$ cat src/bwsr_regs.svh
// register offsets, field positions, constant and fill values for the window block
`ifndef BWSR_REGS_SVH
`define BWSR_REGS_SVH
`define BWSR_OFF_CMD      8'h04
`define BWSR_OFF_IOWIN    8'h1c
`define BWSR_OFF_MEMWIN   8'h20
`define BWSR_OFF_IOUP     8'h30
`define BWSR_OFF_IRQMASK  8'h40
`define BWSR_IO_CAP       4'h1
`define BWSR_IO_LO_FILL   12'h000
`define BWSR_IO_HI_FILL   12'hfff
`define BWSR_MEM_LO_FILL  20'h0_0000
`define BWSR_MEM_HI_FILL  20'hf_ffff
`define BWSR_CMD_PERR_EN  6
`define BWSR_ST_66MHZ     21
`define BWSR_ST_FBB       23
`define BWSR_ST_MDPE      24
`define BWSR_ST_DEVSEL_LO 25
`define BWSR_ST_STA       27
`define BWSR_ST_RTA       28
`define BWSR_ST_RMA       29
`define BWSR_ST_RSE       30
`define BWSR_ST_DPE       31
`define BWSR_DEVSEL_MED   2'h1
`define BWSR_STICKY_MASK  32'hf900_0000
`define BWSR_RESP_OKAY    2'h0
`define BWSR_RESP_SLVERR  2'h2
`endif

$ cat src/bwsr_pkg.sv
// types of the bridge window and secondary status block
`default_nettype none
package bwsr_pkg;
  typedef enum logic [1:0] {
    BWSR_WR_IDLE = 2'b01,
    BWSR_WR_RESP = 2'b10
  } bwsr_wr_t;

  // secondary bus events from same-clock bridge logic, one-cycle pulses
  typedef struct packed {
    logic parity_detected;
    logic master_abort_rcvd;
    logic target_abort_rcvd;
    logic target_abort_sent;
  } bwsr_evt_t;

  typedef struct packed {
    bwsr_wr_t    wr_st;
    logic        aw_got;
    logic [7:0]  aw_addr;
    logic        w_got;
    logic [31:0] w_data;
    logic [3:0]  w_strb;
    logic [1:0]  bresp;
    logic        rvalid;
    logic [31:0] rdata;
    logic [1:0]  rresp;
    logic        perr_en;
    logic [3:0]  io_base_nib;
    logic [3:0]  io_lim_nib;
    logic [15:0] io_base_up;
    logic [15:0] io_lim_up;
    logic [11:0] mem_base;
    logic [11:0] mem_lim;
    logic [31:0] sts;
    logic [31:0] irq_mask;
    logic [1:0]  sync1;
    logic [1:0]  sync2;
    logic        io_hit;
    logic        mem_hit;
  } bwsr_state_t;
endpackage
`default_nettype wire

$ cat src/bwsr_top.sv
// bridge i/o and memory windows, secondary status, axi4-lite slave
//
// Decided for this implementation: the AXI4-Lite interface to the registers.
`timescale 1ns/1ps
`default_nettype none
`include "bwsr_regs.svh"

module bwsr_top (
  input  wire logic               aclk,
  input  wire logic               aresetn,
  input  wire logic               s_axi_awvalid,
  output logic                    s_axi_awready,
  input  wire logic [7:0]         s_axi_awaddr,
  input  wire logic               s_axi_wvalid,
  output logic                    s_axi_wready,
  input  wire logic [31:0]        s_axi_wdata,
  input  wire logic [3:0]         s_axi_wstrb,
  output logic                    s_axi_bvalid,
  input  wire logic               s_axi_bready,
  output logic [1:0]              s_axi_bresp,
  input  wire logic               s_axi_arvalid,
  output logic                    s_axi_arready,
  input  wire logic [7:0]         s_axi_araddr,
  output logic                    s_axi_rvalid,
  input  wire logic               s_axi_rready,
  output logic [31:0]             s_axi_rdata,
  output logic [1:0]              s_axi_rresp,
  input  wire logic               secondary_parity_error_in,
  input  wire logic               secondary_system_error_in,
  input  wire bwsr_pkg::bwsr_evt_t sec_evt,
  input  wire logic [31:0]        io_addr,
  input  wire logic [31:0]        mem_addr,
  output logic                    io_fwd,
  output logic                    mem_fwd,
  output logic                    irq
);
  import bwsr_pkg::*;

  bwsr_state_t q;
  bwsr_state_t n;
  logic [31:0] wr_word;
  logic [31:0] clr;
  logic [31:0] set;

  // ==========================================================
  // functions
  function automatic logic addr_ok(input logic [7:0] a);
    logic [7:0] w;
    w = {a[7:2], 2'b00};
    addr_ok = (w == `BWSR_OFF_CMD) || (w == `BWSR_OFF_IOWIN) ||
              (w == `BWSR_OFF_MEMWIN) || (w == `BWSR_OFF_IOUP) ||
              (w == `BWSR_OFF_IRQMASK);
  endfunction

  function automatic logic [31:0] strb_mask(input logic [3:0] s);
    strb_mask = {{8{s[3]}}, {8{s[2]}}, {8{s[1]}}, {8{s[0]}}};
  endfunction

  function automatic logic [31:0] merge(input logic [31:0] o,
                                        input logic [31:0] d,
                                        input logic [3:0]  s);
    merge = (o & ~strb_mask(s)) | (d & strb_mask(s));
  endfunction

  function automatic logic in_win(input logic [31:0] a,
                                  input logic [31:0] lo,
                                  input logic [31:0] hi);
    in_win = (a >= lo) && (a <= hi);
  endfunction

  function automatic logic [31:0] rd_word(input logic [7:0] a,
                                          input bwsr_state_t s);
    logic [31:0] r;
    r = 32'h0000_0000;
    case ({a[7:2], 2'b00})
      `BWSR_OFF_CMD: begin
        r[`BWSR_CMD_PERR_EN] = s.perr_en;
      end
      `BWSR_OFF_IOWIN: begin
        r = s.sts & `BWSR_STICKY_MASK;
        r[7:4]   = s.io_base_nib;
        r[3:0]   = `BWSR_IO_CAP;
        r[15:12] = s.io_lim_nib;
        r[11:8]  = `BWSR_IO_CAP;
        r[`BWSR_ST_66MHZ] = 1'b1;
        r[`BWSR_ST_FBB] = 1'b1;
        r[`BWSR_ST_DEVSEL_LO +: 2] = `BWSR_DEVSEL_MED;
      end
      `BWSR_OFF_MEMWIN: begin
        r = {s.mem_lim, 4'h0, s.mem_base, 4'h0};
      end
      `BWSR_OFF_IOUP: begin
        r = {s.io_lim_up, s.io_base_up};
      end
      `BWSR_OFF_IRQMASK: begin
        r = s.irq_mask;
      end
      default: begin
        r = 32'h0000_0000;
      end
    endcase
    rd_word = r;
  endfunction

  // ==========================================================
  // next state
  always_comb begin
    n = q;
    clr = 32'h0000_0000;
    set = 32'h0000_0000;
    wr_word = merge(rd_word(q.aw_addr, q), q.w_data, q.w_strb);

    // pin synchronisers
    n.sync1 = {secondary_system_error_in, secondary_parity_error_in};
    n.sync2 = q.sync1;

    // write channel
    case (q.wr_st)
      BWSR_WR_IDLE: begin
        if (s_axi_awvalid && !q.aw_got) begin
          n.aw_got = 1'b1;
          n.aw_addr = s_axi_awaddr;
        end
        if (s_axi_wvalid && !q.w_got) begin
          n.w_got = 1'b1;
          n.w_data = s_axi_wdata;
          n.w_strb = s_axi_wstrb;
        end
        if (q.aw_got && q.w_got) begin
          n.aw_got = 1'b0;
          n.w_got = 1'b0;
          n.wr_st = BWSR_WR_RESP;
          n.bresp = addr_ok(q.aw_addr) ? `BWSR_RESP_OKAY
                                       : `BWSR_RESP_SLVERR;
          case ({q.aw_addr[7:2], 2'b00})
            `BWSR_OFF_CMD: begin
              n.perr_en = wr_word[`BWSR_CMD_PERR_EN];
            end
            `BWSR_OFF_IOWIN: begin
              n.io_base_nib = wr_word[7:4];
              n.io_lim_nib = wr_word[15:12];
              clr = q.w_data & strb_mask(q.w_strb) &
                    `BWSR_STICKY_MASK;
            end
            `BWSR_OFF_MEMWIN: begin
              n.mem_base = wr_word[15:4];
              n.mem_lim = wr_word[31:20];
            end
            `BWSR_OFF_IOUP: begin
              n.io_base_up = wr_word[15:0];
              n.io_lim_up = wr_word[31:16];
            end
            `BWSR_OFF_IRQMASK: begin
              n.irq_mask = wr_word & `BWSR_STICKY_MASK;
            end
            default: begin
              n.bresp = `BWSR_RESP_SLVERR;
            end
          endcase
        end
      end
      BWSR_WR_RESP: begin
        if (s_axi_bready) begin
          n.wr_st = BWSR_WR_IDLE;
        end
      end
      default: begin
        n.wr_st = BWSR_WR_IDLE;
      end
    endcase

    // read channel
    if (q.rvalid && s_axi_rready) begin
      n.rvalid = 1'b0;
    end
    if (s_axi_arvalid && !q.rvalid) begin
      n.rvalid = 1'b1;
      n.rdata = rd_word(s_axi_araddr, q);
      n.rresp = addr_ok(s_axi_araddr) ? `BWSR_RESP_OKAY
                                      : `BWSR_RESP_SLVERR;
    end

    // sticky events, set wins over clear
    set[`BWSR_ST_MDPE] = q.sync2[0] && q.perr_en;
    set[`BWSR_ST_STA] = sec_evt.target_abort_sent;
    set[`BWSR_ST_RTA] = sec_evt.target_abort_rcvd;
    set[`BWSR_ST_RMA] = sec_evt.master_abort_rcvd;
    set[`BWSR_ST_RSE] = q.sync2[1];
    set[`BWSR_ST_DPE] = sec_evt.parity_detected;
    n.sts = ((q.sts & ~clr) | set) & `BWSR_STICKY_MASK;

    // forwarding windows
    n.io_hit = in_win(io_addr,
                      {q.io_base_up, q.io_base_nib,
                       `BWSR_IO_LO_FILL},
                      {q.io_lim_up, q.io_lim_nib,
                       `BWSR_IO_HI_FILL});
    n.mem_hit = in_win(mem_addr,
                       {q.mem_base, `BWSR_MEM_LO_FILL},
                       {q.mem_lim, `BWSR_MEM_HI_FILL});
  end

  // ==========================================================
  // state register
  always_ff @(posedge aclk) begin
    if (!aresetn) begin
      q <= '0;
      q.wr_st <= BWSR_WR_IDLE;
    end else begin
      q <= n;
    end
  end

  // ==========================================================
  // outputs
  assign s_axi_awready = (q.wr_st == BWSR_WR_IDLE) && !q.aw_got;
  assign s_axi_wready  = (q.wr_st == BWSR_WR_IDLE) && !q.w_got;
  assign s_axi_bvalid  = (q.wr_st == BWSR_WR_RESP);
  assign s_axi_bresp   = q.bresp;
  assign s_axi_arready = !q.rvalid;
  assign s_axi_rvalid  = q.rvalid;
  assign s_axi_rdata   = q.rdata;
  assign s_axi_rresp   = q.rresp;
  assign io_fwd        = q.io_hit;
  assign mem_fwd       = q.mem_hit;
  assign irq           = |(q.sts & q.irq_mask);

  // ==========================================================
  // assertions
  logic iowin_rd;
  logic memwin_rd;
  logic wr_fire;
  assign iowin_rd = s_axi_arvalid && s_axi_arready &&
                    ({s_axi_araddr[7:2], 2'b00} == `BWSR_OFF_IOWIN);
  assign memwin_rd = s_axi_arvalid && s_axi_arready &&
                     ({s_axi_araddr[7:2], 2'b00} == `BWSR_OFF_MEMWIN);
  assign wr_fire = (q.wr_st == BWSR_WR_IDLE) && q.aw_got && q.w_got;

  property p_io_cap;
    @(posedge aclk) disable iff (!aresetn)
      iowin_rd |=> s_axi_rvalid && s_axi_rdata[11:8] == 4'h1;
  endproperty
  a_io_cap: assert property (p_io_cap)
    else $error("i/o capability nibble not one");

  property p_sts_const;
    @(posedge aclk) disable iff (!aresetn)
      iowin_rd |=> s_axi_rdata[21] && s_axi_rdata[23] &&
                   s_axi_rdata[26:25] == 2'b01 &&
                   !s_axi_rdata[22] && s_axi_rdata[20:16] == 5'h00;
  endproperty
  a_sts_const: assert property (p_sts_const)
    else $error("secondary status constant bits wrong");

  property p_mem_low;
    @(posedge aclk) disable iff (!aresetn)
      memwin_rd |=> s_axi_rdata[3:0] == 4'h0 &&
                    s_axi_rdata[19:16] == 4'h0;
  endproperty
  a_mem_low: assert property (p_mem_low)
    else $error("memory window low nibble not zero");

  property p_io_lim_wr;
    @(posedge aclk) disable iff (!aresetn)
      wr_fire && q.w_strb[1] &&
      {q.aw_addr[7:2], 2'b00} == `BWSR_OFF_IOWIN
      |=> q.io_lim_nib == $past(q.w_data[15:12]);
  endproperty
  a_io_lim_wr: assert property (p_io_lim_wr)
    else $error("i/o limit nibble not written");

  property p_io_fwd;
    @(posedge aclk) disable iff (!aresetn)
      $past(aresetn) |-> io_fwd == ($past(io_addr) >=
        {$past(q.io_base_up), $past(q.io_base_nib), 12'h000} &&
        $past(io_addr) <=
        {$past(q.io_lim_up), $past(q.io_lim_nib), 12'hfff});
  endproperty
  a_io_fwd: assert property (p_io_fwd)
    else $error("i/o forward decision wrong");

  property p_mem_fwd;
    @(posedge aclk) disable iff (!aresetn)
      $past(aresetn) |->
      mem_fwd == ($past(mem_addr[31:20]) >= $past(q.mem_base) &&
                  $past(mem_addr[31:20]) <= $past(q.mem_lim));
  endproperty
  a_mem_fwd: assert property (p_mem_fwd)
    else $error("memory forward decision wrong");

  property p_perr;
    @(posedge aclk) disable iff (!aresetn)
      (secondary_parity_error_in && q.perr_en) [*3] |=> q.sts[24];
  endproperty
  a_perr: assert property (p_perr)
    else $error("parity pin did not set bit 24");

  property p_perr_off;
    @(posedge aclk) disable iff (!aresetn)
      !q.sts[24] && !(q.sync2[0] && q.perr_en) |=> !q.sts[24];
  endproperty
  a_perr_off: assert property (p_perr_off)
    else $error("bit 24 set without enabled parity pin");

  property p_serr;
    @(posedge aclk) disable iff (!aresetn)
      secondary_system_error_in [*3] |=> q.sts[30];
  endproperty
  a_serr: assert property (p_serr)
    else $error("system error pin did not set bit 30");

  property p_abort;
    @(posedge aclk) disable iff (!aresetn)
      sec_evt.target_abort_sent || sec_evt.target_abort_rcvd ||
      sec_evt.master_abort_rcvd
      |=> (q.sts[27] || !$past(sec_evt.target_abort_sent)) &&
          (q.sts[28] || !$past(sec_evt.target_abort_rcvd)) &&
          (q.sts[29] || !$past(sec_evt.master_abort_rcvd));
  endproperty
  a_abort: assert property (p_abort)
    else $error("abort event did not set its bit");

  property p_dpe;
    @(posedge aclk) disable iff (!aresetn)
      sec_evt.parity_detected |=> q.sts[31] [*2] or
      (q.sts[31] ##1 !q.sts[31]);
  endproperty
  a_dpe: assert property (p_dpe)
    else $error("detected parity did not set bit 31");

  property p_w1c;
    @(posedge aclk) disable iff (!aresetn)
      wr_fire && q.w_strb[3] && q.w_data[27] &&
      {q.aw_addr[7:2], 2'b00} == `BWSR_OFF_IOWIN &&
      !sec_evt.target_abort_sent |=> !q.sts[27];
  endproperty
  a_w1c: assert property (p_w1c)
    else $error("write one did not clear bit 27");

  property p_irq;
    @(posedge aclk) disable iff (!aresetn)
      q.sts[29] && q.irq_mask[29] |-> irq;
  endproperty
  a_irq: assert property (p_irq)
    else $error("unmasked status without interrupt");

  property p_bresp;
    @(posedge aclk) disable iff (!aresetn)
      (wr_fire || (s_axi_bvalid && !s_axi_bready)) |=>
        s_axi_bvalid;
  endproperty
  a_bresp: assert property (p_bresp)
    else $error("write response dropped early");
endmodule
`default_nettype wire

$ cat config.mk
export PLATFORM = sky130hd
export DESIGN_NAME = bwsr_top
export DESIGN_NICKNAME = d
export VERILOG_FILES = /design/src/bwsr_pkg.sv /design/src/bwsr_top.sv
export VERILOG_INCLUDE_DIRS = /design/src
export SDC_FILE = /design/constraint.sdc
export NUM_CORES = 1
export LEC_CHECK = 0
export ABC_AREA = 1
export BUFFER_PORTS_ARGS = -buffer_cell sky130_fd_sc_hd__buf_2
export CAP_MARGIN = 20
export CELL_PAD_IN_SITES_DETAIL_PLACEMENT = 1
export CELL_PAD_IN_SITES_GLOBAL_PLACEMENT = 2
export CORE_UTILIZATION = 28
export CTS_BUF_LIST = sky130_fd_sc_hd__clkbuf_16
export CTS_CLUSTER_SIZE = 25
export DETAILED_ROUTE_END_ITERATION = 7
export PLACE_DENSITY_LB_ADDON = 0.15
export SYNTH_ARGS = -nofsm -noshare
export SYNTH_HDL_FRONTEND = slang
export SYNTH_SLANG_ARGS = --single-unit
$ cat constraint.sdc
create_clock -name aclk -period 1.45 [get_ports aclk]
set_clock_uncertainty 0.05 [all_clocks]
set_input_delay 0.2175 -clock aclk [delete_from_list [all_inputs] [get_ports aclk]]
set_output_delay 0.2175 -clock aclk [all_outputs]
set_load 0.01 [all_outputs]
==> impl_metrics.py <==
metrics = {
    "placed_design": {
        "portBuffers": 166,
        "placed_cells": 2145,
        "place_area_mm2": 0.0121,
        "dp_hpwl_um": 30500,
        "gp_congestion": 0.854,
    },
    "finish": {
        "final_cells": 2274,
        "drive_gt1_share_pct": 47.4,
        "antenna-diode-count": 0,
        "postLayoutCellArea_mm2": 0.0159,
        "nets": 2006,
        "syn_to_final_growth_pct": 67.6,
        "fill_cells": 4068,
    },
    "floorplanning": {
        "rows": 67,
        "initial_core_util_pct": 28.4,
        "core_area_mm2": 0.0334,
        "design.die.area_mm2": 0.0347,
        "fp.dieW_um": 186,
        "die_h_um": 186,
        "io_pins": 173,
    },
    "power": {
        "p_clk_share_pct": 39.6,
        "peakVddDrop_uv": 838,
        "comb_power_share_pct": 20.4,
        "powerDensity_mw_per_mm2": 762,
        "seq_power_share_pct": 40.0,
        "power_leakage_nw": 6.82,
        "power.share.switching_pct": 30.4,
        "switchingPower_mw": 3.69,
        "p_int_mw": 8.44,
    },
    "global_route": {
        "grt_max_degree": 52,
        "grt_antenna_before_repair": 0,
        "grt-ovfl-total": 0,
        "grt_pass1_wl_um": 64100,
        "grtUsageTotal_pct": 24.8,
        "grt_pass1_vias": 11106,
    },
    "clock_network": {
        "clock-root-buffer": "clkbuf_16",
        "clkTransAtPathRegs_ps": 80,
        "htreeDepth": 4,
        "cts_buffers": 17,
        "clock-sinks": 164,
        "ctsLongestPathBuffers": 2,
        "cts_tree": "yes",
        "clkLatencyLatePin_ps": 450,
    },
    "routing": {
        "drtAntennaViolNets": 0,
        "dr.pass1.iters": 5,
        "avgRoutedWirePerCell_um": 18.8,
        "vias": 10870,
        "wl_um": 42800,
        "route.detailed.drc": 0,
        "drtIter0Drc": 488,
        "via_per_inst": 4.78,
    },
    "synthesis": {
        "netlist_area_mm2": 0.00950,
        "yosysWarnings": 0,
        "ys.flop_type": "dfxtp_1",
        "synth_edf_count": 0,
        "synth_top_cell_by_area": "dfxtp_1",
        "synth_area_leaders": "dfxtp_1 35%, nand2_1 13%, ha_1 8.4%, inv_1 8.0%, a21oi_1 7.5%",
        "ys_seq_area_share_pct": 34.6,
        "synth_cell_types": 36,
        "ys_ff_latch": 164,
        "syn_area_per_cell_um2": 6.65,
        "async_flop_share_pct": 0,
        "synth_cells": 1428,
        "netlist.area_leader.share_pct": 34.6,
    },
    "worst_setup_path": {
        "endpoint": "q[101]$_SDFFE_PN0P_",
        "crit_chain": "nor2_4 > buf_4 > nand3b_4 > buf_12 > buf_6 > o211ai_1 > nand2_1 > nand3_1 > nand2_1 > inv_1",
        "reg2reg_depth": 10,
        "cp_data_arrival_time_ps": 2070,
        "required_ps": 1800,
        "slowest_delay_ps": 360,
        "regToRegEndpoint": "q[101]$_SDFFE_PN0P_",
        "end_kind": "flop",
        "start_kind": "flop",
        "path_class": "reg2reg",
        "cp_slowest_cell": "dfxtp_4",
        "cpMostUsedCell": "nand2_1",
        "crit_fanout": 7,
        "reg2reg_setup_slack_ps": -270,
        "r2r-start": "q[211]$_SDFFE_PN0P_",
        "cp-startpoint": "q[211]$_SDFFE_PN0P_",
    },
    "sta": {
        "setup_violations": 94,
        "hold_viol": 1,
        "max_freq_ghz": 0.580,
        "finalCritPeriodShare_pct": 119,
        "tns_ps": -13740,
        "setup_slack_ps": -274,
        "rsz0062_at_grt": "true",
        "slew_viol_final": 0,
        "min_period_ps": 1720,
        "holdWs_ps": -4.56,
    },
    "outcome": {
        "run_status": "finished with violations",
        "violations": "hold timing, setup timing",
    },
    "flow_run": {
        "maxCapViolCount": 0,
    },
    "min_path": {
        "hp-class": "in2reg",
    },
}
worst max-delay path, delay by kind of cell (launching register included):
| family | cells | cell delay (ps) |
|---|---|---|
| AND/OR/NAND/NOR | 5 | 550 |
| AO/OA/AOI/OAI | 1 | 200 |
| flip-flops | 1 | 360 |
| buffers and inverters | 4 | 490 |
logic make-up (layout without fill, tap and decap cells):
kind of cell,after synthesis,in the layout,share of synthesized area [%]
AOI/OAI and AO/OA,267,267,14.9
and+or+nand+nor,632,632,28.5
buffers and inverters,300,697,13.6
adders and majority gates,64,64,8.43
other,1,2,0.0395
DFF,164,164,34.6
cells in the final DEF (no fill, tap or decap), types with 36 or more instances in the layout:
master	synthesis	final
nand2_2	0	51
nand2_1	322	258
nor2_4	8	36
inv_2	6	43
a21oi_1	143	98
inv_1	203	154
buf_2	21	163
o21ai_2	0	40
dfxtp_2	0	38
a21oi_2	0	39
dlygate4sd3_1	0	41
dfxtp_1	164	121
ha_1	64	36
buf_4	36	163
nor2_1	167	112
nand3_2	0	51
synth_stat cells, types with 6 or more instances:
| library cell | n |
|---|---|
| buf_1 | 9 |
| clkbuf_1 | 23 |
| nand3_1 | 96 |
| nor2_1 | 167 |
| ha_1 | 64 |
| buf_4 | 36 |
| nor3_1 | 6 |
| o21ai_0 | 85 |
| o211ai_1 | 18 |
| nor2_4 | 8 |
| a21oi_1 | 143 |
| inv_1 | 203 |
| o22ai_1 | 12 |
| dfxtp_1 | 164 |
| nand4_1 | 20 |
| buf_2 | 21 |
| nand2_1 | 322 |
| inv_2 | 6 |
power groups by stage:
| stage | Sequential [mW] | Combinational [mW] | Clock (mW) |
|---|---|---|---|
| after global placement | 4.90 | 1.59 | 0 |
| after global routing | 4.87 | 2.68 | 5.05 |
| final | 4.85 | 2.48 | 4.80 |
| after CTS | 4.82 | 2.27 | 4.87 |
| after detailed placement | 4.91 | 1.61 | 0 |
| after floorplan | 4.87 | 0.812 | 0 |
state kept, by name, summed over array words and instances (netlist names):
signal,flops
s_axi_rdata,32
s_axi_rvalid,1
n,2
io_fwd,1
s_axi_bresp,1
mem_fwd,1
q,125
s_axi_rresp,1
layer usage:
metal	routed length (µm)	global-route usage (%)
met5	0	0
met3	1420	3.08
met2	20000	41.7
met4	1090	7.02
met1	20200	33.2
metrics by stage:
step                      worst slack, ps  power [mW]  util (%)
after floorplan                     -7.78        5.68         -
after global placement               -240        6.48      36.1
after detailed placement             -269        6.52      36.1
after CTS                            -243        12.0      45.2
after global routing                 -348        12.6      47.6
final                                -274        12.1      47.6
worst min-delay path by stage:
| stage | slack, ps | cells past startpoint | end | startpoint |
|---|---|---|---|---|
| after floorplan | 270 | 2 | n[2]$_SDFF_PN0_ | secondary_parity_error_in |
| after global placement | 350 | 2 | q[2]$_SDFF_PN0_ | n[2]$_SDFF_PN0_ |
| after detailed placement | 360 | 2 | q[2]$_SDFF_PN0_ | n[2]$_SDFF_PN0_ |
| after CTS | 3 | 3 | q[216]$_SDFFE_PN0P_ | s_axi_awaddr[7] |
| after global routing | 9 | 3 | q[214]$_SDFFE_PN0P_ | s_axi_awaddr[5] |
| final | -5 | 3 | q[216]$_SDFFE_PN0P_ | s_axi_awaddr[7] |
what timing repair did:
item / in CTS / in global routing
gates cloned: 14 / 1
buffers inserted: 38 / 17
hold buffers: 41 / 0
pin swaps: 114 / 127
resized for setup: 417 / 219
endpoints found under the setup margin: 119 / 122
hold endpoints to repair: 41 / 0
area by class of cell:
type / count / area (µm²) / area share [%]
well taps: 448 / 561 / 3.52
flip-flops and latches: 164 / 3350 / 21.0
repair buffers: 454 / 3880 / 24.4
clock inverters: 15 / 168 / 1.05
clock buffers: 17 / 425 / 2.67
multi-input cells: 965 / 6690 / 42.0
inverters: 211 / 846 / 5.31
No activity file was read; power rests on OpenSTA's default activity.
